File: src/status_pkg.sv
// constants, command codes and carrier types of the status reporting block
package status_pkg;

    // ------------------------------------------------------------------
    // widths and reset values
    // ------------------------------------------------------------------
    localparam int unsigned REG_W     = 8;
    localparam logic [7:0]  SRE_RESET = 8'h00;
    localparam logic [7:0]  ESE_RESET = 8'h00;
    // power-on flag is raised by reset itself
    localparam logic [7:0]  ESR_RESET = 8'h80;
    localparam logic [7:0]  STB_RESET = 8'h00;
    localparam logic [7:0]  OPC_REPLY = 8'h01;

    // ------------------------------------------------------------------
    // field positions of the status byte
    // ------------------------------------------------------------------
    localparam int unsigned STB_ERRQ_BIT = 2;
    localparam int unsigned STB_QUES_BIT = 3;
    localparam int unsigned STB_MAV_BIT  = 4;
    localparam int unsigned STB_ESB_BIT  = 5;
    localparam int unsigned STB_MSS_BIT  = 6;

    // ------------------------------------------------------------------
    // field positions of the standard event flags
    // ------------------------------------------------------------------
    localparam int unsigned ESR_OPC_BIT = 0;
    localparam int unsigned ESR_PON_BIT = 7;

    // ------------------------------------------------------------------
    // commands, states and carriers
    // ------------------------------------------------------------------
    typedef enum logic [3:0] {
        CMD_NONE   = 4'h0,
        CMD_SRE_WR = 4'h1,
        CMD_SRE_RD = 4'h2,
        CMD_STB_RD = 4'h3,
        CMD_ESE_WR = 4'h4,
        CMD_ESE_RD = 4'h5,
        CMD_ESR_RD = 4'h6,
        CMD_CLS    = 4'h7,
        CMD_OPC    = 4'h8,
        CMD_OPC_RD = 4'h9
    } cmd_op_t;

    typedef enum logic [2:0] {
        ST_IDLE     = 3'b001,
        ST_OPC_WAIT = 3'b010,
        ST_OPQ_WAIT = 3'b100
    } state_t;

    typedef struct packed {
        logic       valid;
        cmd_op_t    op;
        logic [7:0] value;
    } cmd_t;

    typedef struct packed {
        logic       valid;
        logic [7:0] data;
    } reply_t;

endpackage

File: src/event_latch.sv
// sticky event flags, one latch per bit
`timescale 1ns/1ns
`default_nettype none

module event_latch (
    input  wire logic       clk_sys_i,
    input  wire logic       reset_i,
    input  wire logic [7:0] set_i,
    input  wire logic       clear_i,
    output var  logic [7:0] flags_o
);

    // ------------------------------------------------------------------
    // per bit latch
    // ------------------------------------------------------------------
    // set wins over clear so an event in the clearing cycle survives
    for (genvar i = 0; i < status_pkg::REG_W; i++) begin : g_bit
        always_ff @(posedge clk_sys_i) begin
            if (reset_i) begin
                flags_o[i] <= status_pkg::ESR_RESET[i];
            end else if (set_i[i]) begin
                flags_o[i] <= 1'b1;
            end else if (clear_i) begin
                flags_o[i] <= 1'b0;
            end
        end
    end

endmodule
`default_nettype wire

File: src/status_report.sv
// status byte, service request mask and standard event register bank
`timescale 1ns/1ns
`default_nettype none

module status_report (
    input  wire logic               clk_sys_i,
    input  wire logic               reset_i,
    input  wire status_pkg::cmd_t   cmd_i,
    output var  logic               cmd_ready_o,
    output var  status_pkg::reply_t reply_o,
    input  wire logic [7:0]         std_event_i,
    input  wire logic               pending_i,
    input  wire logic               errq_nonempty_i,
    input  wire logic               ques_summary_i,
    input  wire logic               msg_avail_i,
    output var  logic [7:0]         status_byte_o,
    output var  logic               group_clear_o
);

    // ------------------------------------------------------------------
    // state
    // ------------------------------------------------------------------
    status_pkg::state_t state_r;
    status_pkg::state_t state_nxt;
    status_pkg::reply_t reply_r;
    status_pkg::reply_t reply_nxt;
    logic [7:0]         sre_r;
    logic [7:0]         ese_r;
    logic [7:0]         stb_r;
    logic               ready_r;
    logic               clr_r;
    logic [7:0]         esr_w;

    // ------------------------------------------------------------------
    // command decode
    // ------------------------------------------------------------------
    wire       take      = cmd_i.valid & ready_r;
    wire       is_sre_wr = take & (cmd_i.op == status_pkg::CMD_SRE_WR);
    wire       is_sre_rd = take & (cmd_i.op == status_pkg::CMD_SRE_RD);
    wire       is_stb_rd = take & (cmd_i.op == status_pkg::CMD_STB_RD);
    wire       is_ese_wr = take & (cmd_i.op == status_pkg::CMD_ESE_WR);
    wire       is_ese_rd = take & (cmd_i.op == status_pkg::CMD_ESE_RD);
    wire       is_esr_rd = take & (cmd_i.op == status_pkg::CMD_ESR_RD);
    wire       is_cls    = take & (cmd_i.op == status_pkg::CMD_CLS);
    wire       is_opc    = take & (cmd_i.op == status_pkg::CMD_OPC);
    wire       is_opc_rd = take & (cmd_i.op == status_pkg::CMD_OPC_RD);
    wire       opc_done  = (state_r == status_pkg::ST_OPC_WAIT) & ~pending_i;
    wire       opq_done  = (state_r == status_pkg::ST_OPQ_WAIT) & ~pending_i;
    wire       esr_clear = is_cls | is_esr_rd;
    wire [7:0] opc_set   = opc_done ? (8'h01 << status_pkg::ESR_OPC_BIT)
                                    : 8'h00;
    wire [7:0] esr_set   = std_event_i | opc_set;

    // ------------------------------------------------------------------
    // status byte summary
    // ------------------------------------------------------------------
    // summary is rebuilt every cycle, so clearing the events clears it too
    wire [7:0] mss_mask = 8'h01 << status_pkg::STB_MSS_BIT;
    wire       esb      = |(esr_w & ese_r);
    wire [7:0] stb_base;
    assign stb_base[0]                        = 1'b0;
    assign stb_base[1]                        = 1'b0;
    assign stb_base[status_pkg::STB_ERRQ_BIT] = errq_nonempty_i;
    assign stb_base[status_pkg::STB_QUES_BIT] = ques_summary_i;
    assign stb_base[status_pkg::STB_MAV_BIT]  = msg_avail_i;
    assign stb_base[status_pkg::STB_ESB_BIT]  = esb;
    assign stb_base[status_pkg::STB_MSS_BIT]  = 1'b0;
    assign stb_base[7]                        = 1'b0;
    wire       master_summary_flag      = |(stb_base & sre_r & ~mss_mask);
    wire [7:0] stb_nxt  = stb_base | (master_summary_flag ? mss_mask : 8'h00);

    // ------------------------------------------------------------------
    // standard event flags
    // ------------------------------------------------------------------
    event_latch event_latch_inst (
        .clk_sys_i (clk_sys_i),
        .reset_i   (reset_i),
        .set_i     (esr_set),
        .clear_i   (esr_clear),
        .flags_o   (esr_w)
    );

    // ------------------------------------------------------------------
    // sequencing and replies
    // ------------------------------------------------------------------
    always_comb begin
        state_nxt = state_r;
        unique case (state_r)
            status_pkg::ST_IDLE: begin
                if (is_opc) begin
                    state_nxt = status_pkg::ST_OPC_WAIT;
                end else if (is_opc_rd) begin
                    state_nxt = status_pkg::ST_OPQ_WAIT;
                end
            end
            status_pkg::ST_OPC_WAIT: begin
                if (!pending_i) begin
                    state_nxt = status_pkg::ST_IDLE;
                end
            end
            status_pkg::ST_OPQ_WAIT: begin
                if (!pending_i) begin
                    state_nxt = status_pkg::ST_IDLE;
                end
            end
            default: begin
                state_nxt = status_pkg::ST_IDLE;
            end
        endcase
    end

    // the stored byte is returned; decimal text is the formatter's job
    always_comb begin
        reply_nxt.valid = is_sre_rd | is_stb_rd | is_ese_rd | is_esr_rd
                        | opq_done;
        reply_nxt.data  = 8'h00;
        if (is_sre_rd) begin
            reply_nxt.data = sre_r;
        end else if (is_stb_rd) begin
            reply_nxt.data = stb_r;
        end else if (is_ese_rd) begin
            reply_nxt.data = ese_r;
        end else if (is_esr_rd) begin
            reply_nxt.data = esr_w;
        end else if (opq_done) begin
            reply_nxt.data = status_pkg::OPC_REPLY;
        end
    end

    always_ff @(posedge clk_sys_i) begin
        if (reset_i) begin
            state_r <= status_pkg::ST_IDLE;
            reply_r <= '0;
            ready_r <= 1'b0;
            clr_r   <= 1'b0;
            stb_r   <= status_pkg::STB_RESET;
        end else begin
            state_r <= state_nxt;
            reply_r <= reply_nxt;
            ready_r <= (state_nxt == status_pkg::ST_IDLE);
            clr_r   <= is_cls;
            stb_r   <= stb_nxt;
        end
    end

    // ------------------------------------------------------------------
    // masks
    // ------------------------------------------------------------------
    // plain binary weighting, no value outside 0 to 255 fits the port
    always_ff @(posedge clk_sys_i) begin
        if (reset_i) begin
            sre_r <= status_pkg::SRE_RESET;
            ese_r <= status_pkg::ESE_RESET;
        end else begin
            if (is_sre_wr) begin
                sre_r <= cmd_i.value;
            end
            if (is_ese_wr) begin
                ese_r <= cmd_i.value;
            end
        end
    end

    assign cmd_ready_o   = ready_r;
    assign reply_o       = reply_r;
    assign status_byte_o = stb_r;
    assign group_clear_o = clr_r;
endmodule
`default_nettype wire

File: config.mk
export PLATFORM = sky130hd
export DESIGN_NAME = status_report
export DESIGN_NICKNAME = d
export VERILOG_FILES = /design/src/status_pkg.sv /design/src/event_latch.sv /design/src/status_report.sv
export SDC_FILE = /design/constraint.sdc
export NUM_CORES = 1
export LEC_CHECK = 0
export BUFFER_PORTS_ARGS = -buffer_cell sky130_fd_sc_hd__buf_2
export CAP_MARGIN = 40
export CORE_ASPECT_RATIO = 0.8
export CORE_UTILIZATION = 40
export DETAILED_ROUTE_END_ITERATION = 10
export MAX_ROUTING_LAYER = met4
export SLEW_MARGIN = 25
export SYNTH_ARGS = -nofsm -noshare
export SYNTH_HDL_FRONTEND = slang
export SYNTH_SLANG_ARGS = --single-unit
File: constraint.sdc
create_clock -name clk_sys_i -period 1.8 [get_ports clk_sys_i]
set_input_delay 0.09 -clock clk_sys_i [delete_from_list [all_inputs] [get_ports clk_sys_i]]
set_output_delay 0.09 -clock clk_sys_i [all_outputs]
set_load 0.03 [all_outputs]
---- After elaboration in Yosys (flattened, before gate mapping) ----
Index checks and enable logic that the tools add are counted.
cells by class
  eq/ne operators ......................... 13
  mux-type cells .......................... 19
  bitwise logic cells ..................... 22
  reductions and logical operators ........ 11
operator list
  operator                                        count
  2-to-1 mux 8 bit                                4
  == test 4 x 3 -> 1 bit (second input constant)  4
  nonzero test 2 bit                              7
  bitwise AND 1 bit                               12
  2-to-1 mux 1 bit                                10
  2-to-1 mux 3 bit                                3
  bitwise AND 6 x 8 -> 8 bit                      1
  bitwise AND 8 bit                               1
  == test 4 x 2 -> 1 bit (second input constant)  2
  == test 4 bit (second input constant)           2
  OR 8 x 1 -> 8 bit                               1
  OR reduction 8 bit                              1
  2-to-1 mux 7 bit                                1
  OR 6 x 7 -> 7 bit                               1
  OR reduction 7 bit                              1
  == test 3 x 1 -> 1 bit (second input constant)  2
  one-hot mux 3 bit (2 select lines)              1
  OR 1 bit                                        5
  == test 4 x 1 -> 1 bit (second input constant)  1
  OR reduction 2 bit                              2
  == test 3 x 2 -> 1 bit (second input constant)  1
  == test 3 bit (second input constant)           1
  inverter 1 bit                                  1
storage, ports and cells
  register bits after elaboration ......... 46
  word-level logic and storage cells ...... 81

---- Depth between registers and ports, before layout ----
Gate-level depths: netlist of the first run.
  depth after elaboration ................. 7
  mapped depth ............................ 6
  depth with buffers taken out ............ 4

---- Cells and area by module ----
Synthesis of the first run repeated with hierarchy kept, for this count alone.
second synthesis, totals
  cells, all modules ...................... 187
  area, all modules ....................... 1,778.0 µm²
by module, submodules not included
  module         instances  cells an instance  area an instance (µm²)
  status_report  1          154                1,480.2
  event_latch    1          33                 297.8

---- Least setup slack after synthesis of the first run ----
Ideal clock, no wire load.
  kind .................................... reg2reg
  start point ............................. register ready_r, in the netlist cmd_ready_o
  end point ............................... register event_latch_inst.flags_o[0]
  library setup time ...................... 128 ps
  arrival time ............................ 1,458 ps
  data required time ...................... 1,672 ps
  path slack .............................. 215 ps
  stages on the path, launching flop included .. 7
  path buffers ............................ 2
  cells stage by stage .................... dfxtp_1 nand4b_1 buf_2 or2_1 buf_6 a221oi_2 nor2_1
between the ends
  longest elaborated chain between the ends .. 4
ends and longest elaborated chain
  element                               RTL line                                  source
  from (decl)                           status_report.sv:30                       logic ready_r;
  from (signal assigned)                status_report.sv:140                      ready_r <= (state_nxt == status_pkg::ST_IDLE);
  bitwise AND 1 bit *                   status_report.sv:37                       wire take = cmd_i.valid & ready_r;
  bitwise AND 1 bit (on tied branches)  status_report.sv:44, status_report.sv:43
  OR 1 bit *                            status_report.sv:49                       wire esr_clear = is_cls | is_esr_rd;
  nonzero test 2 bit (no line) *        --
  to (signal, indexed assignment)       event_latch.sv:20                         flags_o[i] <= status_pkg::ESR_RESET[i];
  to (decl)                             event_latch.sv:10                         output var logic [7:0] flags_o
Every way passes the cells marked *; elsewhere a longest branch is shown, timed or not.
A chain may end at the register's enable or synchronous reset.

---- Worst setup path in the final report of the first run ----
  start point ............................. register ready_r, in the netlist cmd_ready_o
  end point ............................... register ese_r[7]
between the ends
  longest elaborated chain between the ends .. 2
ends and longest elaborated chain
  element               RTL line              source
  bitwise AND 1 bit     status_report.sv:37
  bitwise AND 1 bit     status_report.sv:41   wire is_ese_wr = take & (cmd_i.op == status_pkg::CMD_ESE_WR);
  to (signal assigned)  status_report.sv:153  ese_r <= status_pkg::ESE_RESET;
  to (signal assigned)  status_report.sv:159  ese_r <= cmd_i.value;
  to (decl)             status_report.sv:28   logic [7:0] ese_r;
Every way passes these cells.

==> key figures, run 1 <==
Setup path
  • Crit path capture type: register
  • Crit path kind: register to register
  • Crit path arrival time: ~1700 ps
  • Worst reg-to-reg setup slack: 280 ps
  • CP Max Fanout: 8
  • Startpoint Class: register
  • Required time worst endpoint: 1970 ps

Power and ir drop
  • Reg power frac: 54.1%
  • Net Sw Frac: 24.2%
  • Int Power: 0.00139 W
  • Net switching power: about 0.00044 W
  • Combinational power share: 8.9%
  • Clk pwr share: 37.0%
  • Worst vdd ir: approximately 0.00047 V
  • PD cells: 854 nW/um^2
  • Total leakage power: 0.920 nW

Timing
  • Hold Fails Final Rpt: 1
  • Number of setup violations in the final report: 0
  • Rel. slew slack: 50.1%
  • Clock skew: 5.74 ps
  • Tightest Pin Transition: between 700 and 800 ps
  • Min cycle time layout: about 1500 ps
  • Final Cycle Share: 84.4%
  • RSZ-0062 raised after global routing: false
  • Worst Hold Slack: -0.0153 ps
  • Total negative slack: 0 ps
  • Max-slew violations: 0
  • Max Fclk: between 600 and 700 MHz

Yosys
  • Post-synth top cells: dfxtp_1 (43), nor2_1 (23), a21oi_1 (18)
  • Post-synth EDFFs: 0
  • Post-synthesis sequential area ratio: 48.9%
  • Top cell type by total area after synthesis: dfxtp_1
  • Top-count cell post-synth: dfxtp_1
  • Synth warn: 0
  • Area contributors post-synth: dfxtp_1 (49%), nor2b_1 (5.3%), a21oi_1 (5.1%)
  • Post-Syn Instances: roughly 200
  • Synth Cell Area: 1760 sq um
  • Synth top area share: 48.9%
  • Post-synth ARST share: 0%
  • Most used DFF post-synth: dfxtp_1
  • Avg Cell Area, Syn: 9.02 sq um
  • Synthesized flop and latch total: 43
  • Post-synth cell types: 36

CTS
  • Num CTS Buffers: 5
  • H-tree lvl count: 2
  • Clock buffer depth: 2
  • Reg clk slew, reported paths: 80 ps
  • CTS tree: done
  • Clk sink count: 43
  • CTS Root Cell: clkbuf_8
  • Post-CTS Setup Repair Bufs: 0
  • Worst-skew pair later-pin latency: about 300 ps

GRT
  • Antenna violations before repair: 0
  • First-pass GRT wire length: between 6000 and 7000 um
  • Largest net degree at the start of global routing: 45
  • Vias in the first global route: 1269
  • GR Util All Layers: 19.3%
  • Total gr overflow: 0

Detailed routing
  • Routed WL: 4090 um
  • DRC Markers: 0
  • DRT iter0 DRCs: 78
  • DR vias: 1496
  • Antenna-violating nets left: 0
  • Drt pass-1 iters: 4
  • Via density: 5.02
  • DR WL/cell: about 14 um

Final layout
  • Antenna Cells: 0
  • Post-Layout Cell Count: 298
  • Post-layout instance area: 2150 sq um
  • Layout cells sized above 1: 24.9%
  • Final core occ: approximately 51%
  • Area Growth Syn to Fin: 22.1%
  • Final #Nets: 267

Placement
  • Placer Congestion: 0.809
  • Post-DP Area: just over 2000 sq um
  • Post-detail-place hpwl: 2920 um
  • Placed insts: about 290
  • IO Port Bufs: 42

Run status
  • Status: finished with violations
  • Failing checks: negative hold slack

Floorplan
  • Die footprint: approximately 4700 sq um
  • Die height: 61.3 um
  • Row count: 21
  • # IOs: 46
  • Initial Utilization: a little over two fifths
  • Core ar.: between 4000 and 5000 sq um
  • Die width: about 76 um

Flow run
  • Max Cap Viol: 0

Min path
  • Hold Crit Class: input port to register
-- metrics by stage --
stage	total power (W)	hold WS [ps]	setup slack (ps)
after floorplan	0.00111	184	215
after global placement	0.00117	281	328
after detailed placement	0.00117	281	293
after CTS	0.00185	0.718	279
after global routing	0.00191	1.09	147
final	0.00183	-0.0153	281
-- placed cells by master, fill, tap and decap left out, drive strengths merged, types with 7 or more instances in the layout --
master and n:
a21oi 18, a22oi 11, buf 49, clkbuf 7, dfxtp 43, mux2i 8
nand2 14, nand3 8, nor2 23, nor2b 15
-- cell type report --
type                            count  area [sq um]
Inverter                            1          3.75
Clock buffer                        7          96.3
Timing Repair Buffer               52           293
Sequential cell                    43           861
Fill cell                         424          2060
Tap cell                           57          71.3
Clock inverter                      1          7.51
Multi-Input combinational cell    137           816
-- power groups by stage --
stage | sequential (W) | combinational (W) | clock, W
final | 0.000992 | 0.000163 | 0.000679
after global routing | 0.000994 | 0.000177 | 0.000738
after CTS | 0.000991 | 0.000163 | 0.000694
after detailed placement | 0.00101 | 0.000159 | 0
after global placement | 0.00101 | 0.000158 | 0
after floorplan | 0.00102 | 0.0000873 | 0
-- final timing paths --
path,from,endpoint,cells after the start
setup reg to reg,cmd_ready_o,ese_r[7],4
setup / recovery,cmd_ready_o,ese_r[7],4
hold / removal,std_event_i[2],event_latch_inst.flags_o[2],3
hold reg to reg,sre_r[6],sre_r[6],2
-- repair_timing --
item | CTS | global route
resized for setup | 0 | 0
endpoints found under the hold margin | 2 | 1
endpoints found under the setup margin | 0 | 0
hold buffers | 2 | 1
-- cell families (layout without fill, tap and decap cells) --
| kind of cell | Yosys count | count (layout) | share of synthesized area (%) |
|---|---|---|---|
| buffers and inverters | 17 | 61 | 5.12 |
| AOI/OAI and AO/OA | 46 | 46 | 18.2 |
| muxes | 8 | 8 | 4.55 |
| other | 1 | 3 | 0.213 |
| DFF | 43 | 43 | 48.9 |
| and+or+nand+nor | 80 | 80 | 23.0 |
-- sequential cells by signal, summed over array words and instances, names as in the netlist --
register	flops
status_byte_o	5
ese_r	8
group_clear_o	1
event_latch_inst.flags_o	8
state_r	3
reply_o	9
sre_r	8
cmd_ready_o	1
-- metal layers --
metal	vias to the layer above	global-route usage, %	wire, um
met3	9	5.04	142
met2	29	27.0	1690
met1	687	26.2	2190
met5	-	-	0
li1	771	-	-
met4	0	8.24	62
-- worst max-delay path: stages, from the launching register on --
cell and delay, ps:
dfxtp_1 370, nand4b_1 170, or3_1 570, mux2i_1 230, nor2_1 50
Note: power is estimated with default switching activity, not from simulation.
==> run 2, diff against run 1 <==
==> constraint.sdc (replaced) <==
create_clock -name clk_sys_i -period 1.4 [get_ports clk_sys_i]
set_input_delay 0.07 -clock clk_sys_i [delete_from_list [all_inputs] [get_ports clk_sys_i]]
set_output_delay 0.07 -clock clk_sys_i [all_outputs]
set_load 0.03 [all_outputs]
==> run 2 against run 1 <==
- the run now ends clean
- die area stayed put
- final cell count increased by 3.0%
- global-route usage is 1.3 points higher
- sequential power up 28%
- critical path type unchanged
- critical endpoint is now ese_r[6]
- highest routed layer unchanged
==> key figures, run 2 (synthesis results as in run 1) <==
Run status
  • Status: completed

Detailed routing
  • Antenna-violating nets left: 0 (unchanged)
  • DR WL/cell: 14.0 um (+1.9%)
  • Drt pass-1 iters: 4 (unchanged)
  • Via density: 5.08 (+1.3%)
  • DR vias: 1561 (+4.3%)
  • DRT iter0 DRCs: 77 (-1.3%)
  • Routed WL: 4290 um (+4.9%)
  • DRC Markers: 0 (unchanged)

Setup path
  • Cell with the largest stage delay on the worst path: dfxtp_4
  • Startpoint Class: register
  • Delay of the slowest critical-path stage: 360 ps (-210 ps)
  • WP buf/inv: 1 (+1)
  • CP Max Fanout: 8 (unchanged)
  • Crit path capture type: register
  • Crit path arrival time: 1540 ps (-150 ps)
  • Family with the most delay on the worst path: simple AND/OR/NAND/NOR gates
  • Required time worst endpoint: 1580 ps (-390 ps)
  • Crit path kind: register to register
  • Critical Path, Cell by Cell: nand4b_1 > or3_1 > buf_6 > mux2i_1 > nor2_1

Final layout
  • Area Growth Syn to Fin: 29.2%
  • Post-Layout Cell Count: 307 (+3.0%)
  • Commonest cells after routing, fill and taps aside: dfxtp_1 (42), buf_2 (42), nor2_1 (23)
  • Layout cells sized above 1: 26.0% (+1.1 points)
  • Final #Nets: 276 (+3.4%)
  • Antenna Cells: 0 (unchanged)
  • Final core occ: 54.0% (+2.9 points)
  • Max FFs per register: 9 (unchanged)
  • Fill cell count: 419 (-1.2%)

GRT
  • GR Util All Layers: 20.5% (+1.3 points)
  • Largest net degree at the start of global routing: 25 (-44%)
  • First-pass GRT wire length: 7080 um (+11%)
  • Antenna violations before repair: 0 (unchanged)
  • Total gr overflow: 0 (unchanged)
  • Vias in the first global route: 1481 (+17%)

CTS
  • Worst-skew pair later-pin latency: 290 ps (about the same)
  • CTS Root Cell: clkbuf_8
  • H-tree lvl count: 2 (unchanged)
  • Num CTS Buffers: 5 (unchanged)
  • Clock buffer depth: 2 (unchanged)
  • Reg clk slew, reported paths: 80 ps (about the same)
  • CTS tree: done
  • Clk sink count: 43 (unchanged)

Power and ir drop
  • Worst vdd ir: 0.000568 V (+21%)
  • PD cells: 1100 nW/um^2 (+28%)
  • Tot Pwr: 0.00249 W (+36%)
  • Total leakage power: 0.976 nW (+6.1%)

Timing
  • Number of setup violations in the final report: 0 (unchanged)
  • Setup slack after layout: 41.6 ps (-239 ps)
  • Worst Hold Slack: 6.15 ps (+6.16 ps)
  • Hold Fails Final Rpt: 0 (-1)
  • Min cycle time layout: 1360 ps (-161 ps)
  • Max-slew violations: 0 (unchanged)
  • Final Cycle Share: 97.0% (+13 points)
  • Clock skew: 6.81 ps (+1.07 ps)
  • Max Fclk: 736 MHz (+12%)
  • RSZ-0062 raised after global routing: true

Placement
  • Placed insts: 290 (+1.0%)
  • IO Port Bufs: 42 (unchanged)
  • Place WS: 27.5 ps (-266 ps)
  • Placer Congestion: 0.850 (+5.2%)
  • Post-detail-place hpwl: 3090 um (+5.7%)

Floorplan
  • Die width: 76.1 um (unchanged)
  • Die footprint: 4670 sq um (unchanged)
  • Core ar.: 4200 sq um (unchanged)
  • Die height: 61.3 um (unchanged)
  • Initial Utilization: 41.8% (unchanged)
  • # IOs: 46 (unchanged)
  • Row count: 21 (unchanged)

Min path
  • Hold Crit Class: input port to register

Flow run
  • Max Cap Viol: 0 (unchanged)
-- run 2: where the power goes --
group	total, W	internal (W)	switching [W]
Clock	0.000982	0.000577	0.000405
Sequential	0.00127	0.00125	0.0000249
Combinational	0.000232	0.000106	0.000126
-- run 2: final timing paths --
check / from / endpoint / slack, ps / cells past startpoint
setup / recovery: cmd_ready_o / ese_r[6] / 40 / 5
hold / removal: msg_avail_i / status_byte_o[4] / 6 / 2
setup reg to reg: cmd_ready_o / ese_r[6] / 40 / 5
hold reg to reg: sre_r[0] / sre_r[0] / 460 / 2
-- run 2: metrics by stage --
stage	instance area, sq um	TNS, ps
after CTS	2260	0
after detailed placement	2050	0
after floorplan	1770	-27.1
final	2270	0
after global routing	2270	-228
after global placement	2050	0
-- run 2: cell type report --
class | instances | area, sq um | area share (%)
Sequential cell | 43 | 865 | 38.1
Multi-Input combinational cell | 137 | 823 | 36.2
Timing Repair Buffer | 61 | 392 | 17.2
Clock buffer | 6 | 82.6 | 3.63
Tap cell | 57 | 71.3 | 3.14
Clock inverter | 2 | 35.0 | 1.54
Inverter | 1 | 3.75 | 0.165
-- run 2: per-layer routing --
metal / track usage, % / share of wire (%)
met1: 26.6 / 49
met2: 32.9 / 45
met3: 4.44 / 6.1
met4: 6.04 / 0.37
met5: - / 0
-- run 2: timing repair --
action | 4_1_cts | 5_1_grt
hold buffers | 9 | 0
resized for setup | 0 | 2
hold endpoints to repair | 9 | 0
endpoints found under the setup margin | 0 | 11
buffers inserted | 0 | 0
